<file path="src/verilog/csda_params.svh">
`ifndef CSDA_PARAMS_SVH
`define CSDA_PARAMS_SVH
// instruction encodings
`define CSDA_OP_CMP_LESS     7'h30
`define CSDA_OP_DEC_ADJ      16'h0007
// field positions
`define CSDA_OPC_MSB         15
`define CSDA_OPC_LSB         9
`define CSDA_BANK_BIT        8
// apb register offsets
`define CSDA_REG_INSTR       12'h000
`define CSDA_REG_WORK        12'h004
`define CSDA_REG_FLAGS       12'h008
`define CSDA_REG_DATA        12'h00c
`define CSDA_REG_STATUS      12'h010
`define CSDA_REG_BANK        12'h014
// flag register fields
`define CSDA_FLAG_CARRY      0
`define CSDA_FLAG_DIGIT      1
// status register fields
`define CSDA_ST_BUSY         0
`define CSDA_ST_SKIP         1
`define CSDA_ST_BANKSEL      2
`define CSDA_ST_ILLEGAL      3
// reset values
`define CSDA_RST_WORK        8'h00
`define CSDA_RST_BANK        4'h0
// timing counts: last q phase index, skip lengths in instruction cycles
`define CSDA_Q_PHASES        2'h3
`define CSDA_CYC_SKIP1       2'h1
`define CSDA_CYC_SKIP2       2'h2
`endif

</file>
<file path="src/verilog/csda_pkg.sv">
package csda_pkg;
	typedef enum logic [1:0]
	{
		CSDA_IDLE = 2'b00,
		CSDA_EXEC = 2'b01,
		CSDA_SKIP = 2'b10
	} csda_state_t;
	typedef enum logic [1:0]
	{
		CSDA_OP_NONE = 2'b00,
		CSDA_OP_CMP  = 2'b01,
		CSDA_OP_DAW  = 2'b10
	} csda_op_t;
endpackage

</file>
<file path="src/verilog/csda_alu.sv">
`timescale 1ns/1ps
`include "csda_params.svh"
// combinational decimal adjust and compare
module csda_alu
	import csda_pkg::*;
(
	input  wire logic [7:0] work_in,
	input  wire logic [7:0] data_in,
	input  wire logic       carry_in,
	input  wire logic       digit_in,
	output logic      [7:0] adj_out,
	output logic            carry_out,
	output logic            less_out
);
	logic [4:0] lo_sum;
	logic [4:0] hi_base;
	logic [4:0] hi_sum;
	logic [8:0] diff;

	// low nibble correction
	// low nibble fix
	always_comb
	begin
		if ((work_in[3:0] > 4'h9) || digit_in)
			lo_sum = {1'b0, work_in[3:0]} + 5'h06;
		else
			lo_sum = {1'b0, work_in[3:0]};
	end

	// high nibble correction with digit carry
	// high nibble fix
	always_comb
	begin
		hi_base = {1'b0, work_in[7:4]} + {4'h0, digit_in};
		if ((hi_base > 5'h09) || carry_in)
			hi_sum = hi_base + 5'h06;
		else
			hi_sum = hi_base;
	end

	assign adj_out   = {hi_sum[3:0], lo_sum[3:0]};
	assign carry_out = hi_sum[4] | carry_in;

	// unsigned subtraction, borrow means data below work
	// unsigned compare
	assign diff     = {1'b0, data_in} - {1'b0, work_in};
	assign less_out = diff[8];
endmodule // csda_alu

</file>
<file path="src/verilog/csda_core.sv">
`timescale 1ns/1ps
`include "csda_params.svh"
//Contract
// - compare-skip-if-less opcode is 0110000 then bank bit and 8-bit address
// - register address ranges 0 to 255, bank bit optional, default one
// - skip only when data byte is unsigned strictly less than working register
// - on skip, fetched instruction becomes no-operation; no flag or register changes
// - one cycle no skip, two on skip, three skipping two-word instruction
// - bank bit zero uses access bank, one uses bank select register
// - decimal adjust is fixed word 0007h, one cycle, reads and writes working register
// - high nibble gets six plus digit carry when sum above nine or carry
// - decimal adjust yields packed bcd; only carry flag may change
module csda_core
	import csda_pkg::*;
(
	input  wire logic        sys_clk,
	input  wire logic        reset_n,
	input  wire logic        psel,
	input  wire logic        penable,
	input  wire logic        pwrite,
	input  wire logic [11:0] paddr,
	input  wire logic [31:0] pwdata,
	output logic      [31:0] prdata,
	output logic             pready,
	output logic             pslverr,
	output logic      [11:0] data_addr,
	output logic             skip_active
);
	csda_state_t state;
	csda_op_t    op;
	logic [15:0] instr;
	logic [7:0]  work;
	logic        carry;
	logic        digit;
	logic [7:0]  data_byte;
	logic [3:0]  bank_sel;
	logic        next_is_long;
	logic [1:0]  qph;
	logic [1:0]  skip_left;
	logic        illegal;
	logic        did_skip;
	logic [7:0]  adj_val;
	logic        adj_carry;
	logic        is_less;
	logic        wr_acc;
	logic        rd_acc;
	logic        start;
	logic        decoded_cmp;
	logic        decoded_daw;

	assign wr_acc = psel && penable && pwrite;
	assign rd_acc = psel && penable && !pwrite;
	assign start  = wr_acc && (paddr == `CSDA_REG_INSTR) && (state == CSDA_IDLE);

	assign decoded_cmp = (pwdata[`CSDA_OPC_MSB:`CSDA_OPC_LSB] == `CSDA_OP_CMP_LESS);
	assign decoded_daw = (pwdata[15:0] == `CSDA_OP_DEC_ADJ);

	csda_alu i_csda_alu
	(
		.work_in   (work),
		.data_in   (data_byte),
		.carry_in  (carry),
		.digit_in  (digit),
		.adj_out   (adj_val),
		.carry_out (adj_carry),
		.less_out  (is_less)
	);

	// instruction latch and decode
	always_ff @(posedge sys_clk or negedge reset_n)
	begin
		if (!reset_n)
		begin
			instr   <= 16'h0000;
			op      <= CSDA_OP_NONE;
			illegal <= 1'b0;
			next_is_long <= 1'b0;
		end
		else if (start)
		begin
			instr        <= pwdata[15:0];
			next_is_long <= pwdata[16];
			if (decoded_cmp)
			begin
				op      <= CSDA_OP_CMP;
				illegal <= 1'b0;
			end
			else if (decoded_daw)
			begin
				op      <= CSDA_OP_DAW;
				illegal <= 1'b0;
			end
			else
			begin
				op      <= CSDA_OP_NONE;
				illegal <= 1'b1;
			end
		end
	end

	// four-phase sequencer and skip cycles
	always_ff @(posedge sys_clk or negedge reset_n)
	begin
		if (!reset_n)
		begin
			state     <= CSDA_IDLE;
			qph       <= 2'h0;
			skip_left <= 2'h0;
			did_skip  <= 1'b0;
		end
		else
		begin
			unique case (state)
				CSDA_IDLE:
				begin
					if (start)
					begin
						state    <= CSDA_EXEC;
						qph      <= 2'h0;
						did_skip <= 1'b0;
					end
				end
				CSDA_EXEC:
				begin
					qph <= qph + 2'h1;
					if (qph == `CSDA_Q_PHASES)
					begin
						qph <= 2'h0;
						if (op == CSDA_OP_CMP && is_less)
						begin
							state     <= CSDA_SKIP;
							did_skip  <= 1'b1;
							skip_left <= next_is_long ? `CSDA_CYC_SKIP2 : `CSDA_CYC_SKIP1;
						end
						else
							state <= CSDA_IDLE;
					end
				end
				CSDA_SKIP:
				begin
					qph <= qph + 2'h1;
					if (qph == `CSDA_Q_PHASES)
					begin
						qph       <= 2'h0;
						skip_left <= skip_left - 2'h1;
						if (skip_left == 2'h1)
							state <= CSDA_IDLE;
					end
				end
				default:
					state <= CSDA_IDLE;
			endcase
		end
	end

	// operand address with bank choice
	always_ff @(posedge sys_clk or negedge reset_n)
	begin
		if (!reset_n)
			data_addr <= 12'h000;
		else if (state == CSDA_EXEC && op == CSDA_OP_CMP && qph == 2'h0)
		begin
			if (instr[`CSDA_BANK_BIT])
				data_addr <= {bank_sel, instr[7:0]};
			else
				data_addr <= {{4{instr[7]}}, instr[7:0]};
		end
	end

	// working register and carry flags; compare writes none
	always_ff @(posedge sys_clk or negedge reset_n)
	begin
		if (!reset_n)
		begin
			work  <= `CSDA_RST_WORK;
			carry <= 1'b0;
			digit <= 1'b0;
		end
		else if (state == CSDA_EXEC && op == CSDA_OP_DAW && qph == `CSDA_Q_PHASES)
		begin
			work  <= adj_val;
			carry <= adj_carry;
		end
		else if (state == CSDA_IDLE && wr_acc && paddr == `CSDA_REG_WORK)
			work <= pwdata[7:0];
		else if (state == CSDA_IDLE && wr_acc && paddr == `CSDA_REG_FLAGS)
		begin
			carry <= pwdata[`CSDA_FLAG_CARRY];
			digit <= pwdata[`CSDA_FLAG_DIGIT];
		end
	end

	// data byte and bank select loaded by software
	always_ff @(posedge sys_clk or negedge reset_n)
	begin
		if (!reset_n)
		begin
			data_byte <= 8'h00;
			bank_sel  <= `CSDA_RST_BANK;
		end
		else if (state == CSDA_IDLE && wr_acc && paddr == `CSDA_REG_DATA)
			data_byte <= pwdata[7:0];
		else if (state == CSDA_IDLE && wr_acc && paddr == `CSDA_REG_BANK)
			bank_sel <= pwdata[3:0];
	end

	// skip output
	always_ff @(posedge sys_clk or negedge reset_n)
	begin
		if (!reset_n)
			skip_active <= 1'b0;
		else
			skip_active <= (state == CSDA_SKIP);
	end

	// apb slave: no wait states, reads registered
	always_ff @(posedge sys_clk or negedge reset_n)
	begin
		if (!reset_n)
		begin
			pready  <= 1'b0;
			pslverr <= 1'b0;
			prdata  <= 32'h0000_0000;
		end
		else
		begin
			pready  <= psel && !penable;
			pslverr <= 1'b0;
			if (psel && !penable)
			begin
				prdata <= 32'h0000_0000;
				unique case (paddr)
					`CSDA_REG_INSTR:  prdata <= {16'h0000, instr};
					`CSDA_REG_WORK:   prdata <= {24'h000000, work};
					`CSDA_REG_FLAGS:  prdata <= {30'h0, digit, carry};
					`CSDA_REG_DATA:   prdata <= {24'h000000, data_byte};
					`CSDA_REG_STATUS: prdata <= {28'h0, illegal, instr[`CSDA_BANK_BIT],
						did_skip, (state != CSDA_IDLE)};
					`CSDA_REG_BANK:   prdata <= {28'h0, bank_sel};
					default:
					begin
						prdata  <= 32'h0000_0000;
						pslverr <= 1'b1;
					end
				endcase
			end
		end
	end

	a_cmp_keeps_flags: assert property (@(posedge sys_clk) disable iff (!reset_n)
		(state == CSDA_EXEC && op == CSDA_OP_CMP) |=> $stable(carry) && $stable(work))
		else $error("compare changed working register or carry");

	a_daw_one_cycle: assert property (@(posedge sys_clk) disable iff (!reset_n)
		(state == CSDA_IDLE && start && decoded_daw) |=> (state == CSDA_EXEC) [*4]
		##1 (state == CSDA_IDLE))
		else $error("adjust did not finish in one instruction cycle");

	a_skip_length: assert property (@(posedge sys_clk) disable iff (!reset_n)
		$rose(state == CSDA_SKIP) && skip_left == 2'h1 |-> (state == CSDA_SKIP) [*4]
		##1 (state == CSDA_IDLE))
		else $error("single skip length wrong");

	// long skip takes two more cycles
	a_skip_long: assert property (@(posedge sys_clk) disable iff (!reset_n)
		$rose(state == CSDA_SKIP) && skip_left == 2'h2 |-> (state == CSDA_SKIP) [*8]
		##1 (state == CSDA_IDLE))
		else $error("long skip length wrong");

	a_skip_cause: assert property (@(posedge sys_clk) disable iff (!reset_n)
		$rose(state == CSDA_SKIP) |-> $past(is_less) && op == CSDA_OP_CMP)
		else $error("skip without data below working register");

	a_no_skip: assert property (@(posedge sys_clk) disable iff (!reset_n)
		(state == CSDA_EXEC && qph == 2'h3 && !is_less) |=> state == CSDA_IDLE)
		else $error("skipped although data not below working register");

	a_daw_result: assert property (@(posedge sys_clk) disable iff (!reset_n)
		(state == CSDA_EXEC && op == CSDA_OP_DAW && qph == 2'h3)
		|=> work == $past(adj_val) && carry == $past(adj_carry))
		else $error("adjust result not written");

	a_daw_example: assert property (@(posedge sys_clk) disable iff (!reset_n)
		(work == 8'ha5 && !carry && !digit) |-> adj_val == 8'h05 && adj_carry)
		else $error("adjust of a5 wrong");

	a_daw_high: assert property (@(posedge sys_clk) disable iff (!reset_n)
		(carry && !digit && work[7:4] < 4'h4) |-> adj_val[7:4] == work[7:4] + 4'h6)
		else $error("high nibble correction missing");

	a_bank_addr: assert property (@(posedge sys_clk) disable iff (!reset_n)
		(state == CSDA_EXEC && op == CSDA_OP_CMP && qph == 2'h0 && instr[8])
		|=> data_addr == {bank_sel, instr[7:0]})
		else $error("bank select not used");

	c_daw_run:   cover property (@(posedge sys_clk) state == CSDA_EXEC && op == CSDA_OP_DAW);
	c_skip_one:  cover property (@(posedge sys_clk) $rose(state == CSDA_SKIP) && skip_left == 2'h1);
	c_skip_two:  cover property (@(posedge sys_clk) $rose(state == CSDA_SKIP) && skip_left == 2'h2);
	c_no_skip:   cover property (@(posedge sys_clk) state == CSDA_EXEC && qph == 2'h3 && !is_less
		&& op == CSDA_OP_CMP);
endmodule // csda_core

</file>
<file path="config.mk">
export PLATFORM = sky130hd
export DESIGN_NAME = csda_core
export DESIGN_NICKNAME = d
export VERILOG_FILES = /design/src/verilog/csda_pkg.sv /design/src/verilog/csda_alu.sv /design/src/verilog/csda_core.sv
export VERILOG_INCLUDE_DIRS = /design/src /design/src/verilog
export SDC_FILE = /design/constraint.sdc
export NUM_CORES = 1
export LEC_CHECK = 0
export BUFFER_PORTS_ARGS = -buffer_cell sky130_fd_sc_hd__buf_2
export CORE_ASPECT_RATIO = 0.5
export CORE_MARGIN = 2
export CORE_UTILIZATION = 35
export DETAILED_ROUTE_END_ITERATION = 10
export HOLD_SLACK_MARGIN = 0.05
export PLACE_DENSITY_LB_ADDON = 0.08
export SLEW_MARGIN = 10
export SYNTH_ARGS = -nofsm -noshare
export SYNTH_HDL_FRONTEND = slang
export SYNTH_SLANG_ARGS = --single-unit
export TNS_END_PERCENT = 100
</file>
<file path="constraint.sdc">
create_clock -name sys_clk -period 2.5 [get_ports sys_clk]
set_input_delay 0.25 -clock sys_clk [delete_from_list [all_inputs] [get_ports sys_clk]]
set_output_delay 0.25 -clock sys_clk [all_outputs]
set_load 0.005 [all_outputs]
</file>
==> results.py, run 1 <==
metrics = {
    "status": {
        "outcome": "finished clean",
    },
    "yosys": {
        "async_flop_share": 1.00,
        "yosys.area.top_type_share": 0.465,
        "yosysWarnings": 0,
        "synth_common_cells": "80 x dfrtp_1, 49 x nand2_1, 33 x mux2_1",
        "synth_edf_count": 0,
        "syn_inst": 415,
        "synthFlopType": "dfrtp_1",
        "ys_seq_area_frac": 0.465,
        "yosys.cell_types.count": 57,
        "synth_area_leaders": "dfrtp_1 47%, mux2_1 8.6%, ha_1 4.9%, nand2_1 4.3%, mux2i_1 3.0%",
        "synthesis.area_um2": 4300,
        "synth.largest_area_cell": "dfrtp_1",
        "synth.most_common_cell": "dfrtp_1",
        "ys_ff_latch": 80,
        "syn_avg_cell_area_um2": 10.4,
    },
    "die": {
        "die-area_um2": 13300,
        "io_pins": 96,
        "start_util": 0.361,
        "die_h_um": 82.4,
        "num_rows": 28,
        "core_area_um2": 11900,
        "die_w_um": 161,
    },
    "grt": {
        "grt_pass1_vias": 3280,
        "grt_max_degree": 44,
        "grt_usage": 0.181,
        "gr-total-overflow": 0,
        "grt_pass1_wl_um": 18000,
        "antenna_found_initial": 0,
    },
    "timing": {
        "final-hold-violation-count": 0,
        "rsz0062_at_grt": "false",
        "final_max_slew_viol_count": 0,
        "relSlewSlack": 0.594,
        "tns_ns": 0,
        "worst_hold_slack_ns": 0.124,
        "tightest_slew_ns": 0.607,
        "fin_crit_sh": 0.871,
        "setup-violations-final": 0,
        "fmax_mhz": 459,
        "period_needed_ns": 2.18,
        "clock_skew_ns": 0.00732,
    },
    "final_layout": {
        "regArea_um2": 2000,
        "n_antenna_cell": 0,
        "drive_above_1_share": 0.238,
        "syn2layout_area_growth_pct": 19.2,
        "nNetsFinal": 556,
        "nFillCells": 1191,
        "multi_input_area_um2": 2080,
    },
    "detailed_routing": {
        "drt_pre_antenna_iters": 4,
        "vias_per_cell": 5.10,
        "drt_iter0_markers": 156,
        "ant_nets": 0,
        "routed-via-count": 3365,
        "route.final.wire_length_um": 11300,
        "drc_errors": 0,
        "wl_per_cell_um": 17.1,
    },
    "placement": {
        "dpl.hpwl_um": 8420,
        "place.port_buffers": 64,
        "place_congestion": 0.786,
    },
    "hold_path": {
        "whs_path_depth": 2,
        "hp-start": "pwdata[16]",
        "hold_path.class": "in2reg",
        "min_delay_worst_endpoint": "next_is_long",
    },
    "clock_network": {
        "cts_root_buf": "clkbuf_16",
        "postCtsSetupRepairBufs": 0,
        "clk_pin_slew_worst_paths_ns": 0.07,
        "cts_tree": "built",
        "numCtsBuffers": 9,
        "clock_sinks": 80,
        "htreeDepth": 3,
        "ctsLongestPathBuffers": 2,
        "clkLatencyLatePin_ns": 0.34,
    },
    "worst_setup_path": {
        "worstPathArrival_ns": 2.41,
        "r2r-end": "skip_left[0]",
        "crit_fanout": 5,
        "max_stage_delay_ns": 0.41,
        "cp_num_buf_inv": 2,
        "r2r_start": "work[2]",
        "crit_family": "compound AO/OA/AOI/OAI gates",
        "crit_slowest_cell": "dfrtp_1",
        "endpoint_kind": "flop",
        "reg2reg_slack_ns": 0.32,
        "r2r_cells": 8,
        "path_cells": "inv_1, ha_1, a211oi_1, o21ai_1, a2111oi_2, buf_4, a41oi_1, o221a_1",
        "required_ns": 2.73,
        "crit_type": "reg2reg",
        "start_kind": "flop",
    },
    "power_and_ir_drop": {
        "p_leak_nw": 2.53,
        "ir_drop_v": 0.000289,
        "power_density_nw_per_um2": 540,
    },
    "run": {
        "cap_violations": 0,
    },
}
cell families (layout without fill, tap and decap cells):
kind of cell | after synthesis | count (layout) | synth area share
buffers and inverters | 54 | 119 | 0.0637
adder cells (fa/ha/maj) | 17 | 17 | 0.0494
AND/OR/NAND/NOR | 128 | 128 | 0.154
XOR/XNOR | 2 | 2 | 0.00407
other | 1 | 16 | 0.000871
flip-flops | 80 | 80 | 0.465
AO/OA/AOI/OAI | 81 | 81 | 0.128
multiplexers | 52 | 52 | 0.135
worst max path at each step:
stage | startpoint | to | slack, ns | cells past startpoint
after CTS | work[2] | skip_left[0] | 0.30 | 8
after global placement | digit | work[7] | 0.34 | 6
final | work[2] | skip_left[0] | 0.32 | 8
after global routing | digit | work[6] | 0.14 | 7
after floorplan | work[5] | skip_left[0] | 0.42 | 8
after detailed placement | work[2] | skip_left[0] | 0.32 | 8
cell usage in the layout, fill, tap and decap left out, types with 7 or more instances in the layout:
master / netlist / routed
dfrtp_1: 80 / 80
buf_2: 3 / 63
nand2_1: 49 / 49
mux2_1: 33 / 33
nor2_1: 23 / 23
buf_4: 16 / 20
o21ai_1: 18 / 18
ha_1: 17 / 17
inv_1: 16 / 16
conb_1: 1 / 16
nand3_1: 15 / 15
a21oi_1: 14 / 14
mux2i_1: 13 / 13
o21ai_0: 10 / 10
clkbuf_16: 0 / 9
a31oi_1: 7 / 7
report_power, final:
group / internal [mW] / switching (mW) / total (mW)
Clock: 0.712 / 0.568 / 1.28
Sequential: 1.31 / 0.0101 / 1.32
Combinational: 0.0564 / 0.111 / 0.167
area by class of cell:
type / instances / area share
tap: 165 / 0.0402
inverter: 19 / 0.0139
clock buffer: 10 / 0.0466
multi-input combinational: 296 / 0.406
sequential: 80 / 0.390
clock inverter: 6 / 0.0100
timing repair buffer: 84 / 0.0927
timing repair:
| action | CTS | global route |
|---|---|---|
| hold buffers | 1 | 0 |
| gates resized for setup | 0 | 0 |
| hold endpoints to repair | 40 | 0 |
worst reg2reg max path, cell delays in order, from the launching register on:
cell and delay [ns]:
dfrtp_1 0.41, inv_1 0.08, ha_1 0.29, a211oi_1 0.23
o21ai_1 0.11, a2111oi_2 0.38, buf_4 0.21, a41oi_1 0.12
o221a_1 0.25
through the flow:
step | total power, mW | cell area [um^2] | setup WS, ns | utilization | instances
after global placement | 1.52 | 4830 | 0.343 | 0.405 | 643
after floorplan | 1.42 | 4360 | 0.423 | - | 430
after global routing | 2.90 | 5130 | 0.136 | 0.431 | 660
final | 2.77 | 5130 | 0.322 | 0.431 | 660
after CTS | 2.81 | 5130 | 0.299 | 0.431 | 660
after detailed placement | 1.52 | 4830 | 0.323 | 0.405 | 643
state kept, by name, summed over array words and instances, names as in the netlist, 2 cells and up:
signal	cells
prdata	16
state	2
op	2
qph	2
work	8
skip_left	2
data_byte	8
data_addr	12
bank_sel	4
instr	16
per-layer routing:
layer,global-route usage,vias to the layer above,share of wire
met4,0.0402,0,0.0078
met1,0.255,1664,0.52
met2,0.284,75,0.43
li1,-,1619,-
met5,0,-,0
met3,0.0440,7,0.036
Note: power is estimated with default switching activity, not from simulation.
==> run 2, diff against run 1 <==
--- a/config.mk
+++ b/config.mk
@@ -8,7 +8,6 @@
 export LEC_CHECK = 0
 export BUFFER_PORTS_ARGS = -buffer_cell sky130_fd_sc_hd__buf_2
 export CORE_ASPECT_RATIO = 0.5
-export CORE_MARGIN = 2
 export CORE_UTILIZATION = 35
 export DETAILED_ROUTE_END_ITERATION = 10
 export HOLD_SLACK_MARGIN = 0.05
==> run 2 against run 1 <==
  * First-iteration DRC count fell by 33%
  * Total power increased by 0.17%
  * Clock power about the same
  * Via count is 0.80% lower
  * Setup slack worse by 0.013 ns
  * Routed wire length decreased by 2.0%
  * Utilization fell by 0.094 points
  * Flip-flop and latch count stayed put
  * Non-clock buffer count down 3
  * Maximum frequency down 0.58%
  * Global-route usage grew 0.64 points
  * Critical endpoint is now work[6]
==> results.py, run 2 (synthesis gave the netlist of run 1 again) <==
metrics = {
    "detailed_routing": {
        "drt_pre_antenna_iters": 4,
        "routed-via-count": 3338,
        "route.final.wire_length_um": 11000,
        "wl_per_cell_um": 16.8,
        "ant_nets": 0,
        "drt_iter0_markers": 105,
        "vias_per_cell": 5.08,
        "drc_errors": 0,
    },
    "clock_network": {
        "clkLatencyLatePin_ns": 0.34,
        "ctsLongestPathBuffers": 2,
        "cts_root_buf": "clkbuf_16",
        "clock_sinks": 80,
        "clk_pin_slew_worst_paths_ns": 0.07,
        "numCtsBuffers": 9,
        "htreeDepth": 3,
        "cts_tree": "built",
    },
    "die": {
        "die-area_um2": 12800,
        "num_rows": 28,
        "die_h_um": 80.4,
        "die_w_um": 159,
        "start_util": 0.361,
        "core_area_um2": 11900,
        "io_pins": 96,
    },
    "timing": {
        "tightest_slew_ns": 0.627,
        "timing.final.ws_setup_ns": 0.310,
        "relSlewSlack": 0.582,
        "clock_skew_ns": 0.00707,
        "period_needed_ns": 2.19,
        "fin_crit_sh": 0.876,
        "final-hold-violation-count": 0,
        "worst_hold_slack_ns": 0.112,
        "tns_ns": 0,
        "rsz0062_at_grt": "false",
        "setup-violations-final": 0,
        "final_max_slew_viol_count": 0,
        "fmax_mhz": 457,
    },
    "worst_setup_path": {
        "crit_slowest_cell": "a221oi_1",
        "cp_num_buf_inv": 0,
        "crit_type": "reg2reg",
        "start_kind": "flop",
        "crit_family": "adder cells",
        "endpoint_kind": "flop",
        "path_cells": "ha_1, ha_1, mux2i_1, a221oi_1, mux2i_1, nand2_1, o21ai_1",
        "crit_fanout": 9,
        "worstPathArrival_ns": 2.46,
        "required_ns": 2.77,
        "max_stage_delay_ns": 0.46,
    },
    "final_layout": {
        "nNetsFinal": 553,
        "layout_commonest_cell": "dfrtp_1",
        "layout_common_cells": "80 x dfrtp_1, 63 x buf_2, 49 x nand2_1",
        "drive_above_1_share": 0.234,
        "n_antenna_cell": 0,
        "reg.largest.list": "instr x16, prdata x16, data_addr x12",
        "syn2layout_area_growth_pct": 18.9,
        "nFillCells": 1191,
    },
    "status": {
        "outcome": "finished clean",
    },
    "placement": {
        "place_congestion": 0.826,
        "place.port_buffers": 64,
        "dpl.hpwl_um": 8310,
        "pre_cts_slack_ns": 0.322,
    },
    "power_and_ir_drop": {
        "p_leak_nw": 2.52,
        "ir_drop_v": 0.000299,
        "total_power_mw": 2.77,
        "power_density_nw_per_um2": 542,
    },
    "grt": {
        "gr-total-overflow": 0,
        "grt_pass1_wl_um": 17800,
        "grt_usage": 0.187,
        "grt_pass1_vias": 3195,
        "antenna_found_initial": 1,
        "grt_max_degree": 48,
    },
    "run": {
        "cap_violations": 0,
    },
    "hold_path": {
        "hold_path.class": "in2reg",
    },
}
-- run 2: cell types whose count changed in the layout (fill, tap and decap cells not counted), sizes merged --
cell / change
buf: -3
clkinv: -1
clkinvlp: +1
-- run 2: where the power goes --
part           switching (mW)  internal [mW]  leakage, nW
registers              0.0106           1.31         1.07
logic                   0.111         0.0565         1.30
clock network           0.574          0.711        0.136
total                   0.696           2.08         2.52
-- run 2: through the flow --
stage | utilization | cell area [um^2] | std cells
2_1_floorplan | - | 4360 | 430
3_3_place_gp | 0.405 | 4820 | 640
3_5_place_dp | 0.405 | 4820 | 640
4_1_cts | 0.430 | 5120 | 657
5_1_grt | 0.430 | 5120 | 657
6_report | 0.430 | 5120 | 657
-- run 2: cell type report --
cell class / count / area, um^2 / share of cell area
inverter: 19 / 71.3 / 0.0139
multi-input combinational: 296 / 2080 / 0.407
timing repair buffer: 81 / 465 / 0.0909
tap: 165 / 206 / 0.0403
clock inverter: 6 / 50.0 / 0.00978
sequential: 80 / 2000 / 0.391
clock buffer: 10 / 239 / 0.0467
-- run 2: worst paths after layout --
kind,from,endpoint,slack (ns),cells past startpoint
max,digit,work[6],0.31,7
min,pwdata[16],next_is_long,0.11,2
max reg2reg,digit,work[6],0.31,7
min reg2reg,prdata[11],prdata[11],0.47,2
max in group asynchronous,reset_n,work[0],1.41,3
min in group asynchronous,reset_n,instr[5],0.47,2
-- run 2: layer usage --
layer / GRT usage / up-vias / share of wire
met3: 0.0496 / 12 / 0.059
met2: 0.283 / 79 / 0.43
met5: 0 / - / 0.0011
li1: - / 1621 / -
met1: 0.260 / 1624 / 0.50
met4: 0.0563 / 2 / 0.011
-- run 2: what timing repair did --
item / CTS / global route
gates resized for setup: 0 / 0
buffers inserted: 0 / 0
hold buffers: 1 / 0
endpoints found under the hold margin: 46 / 0
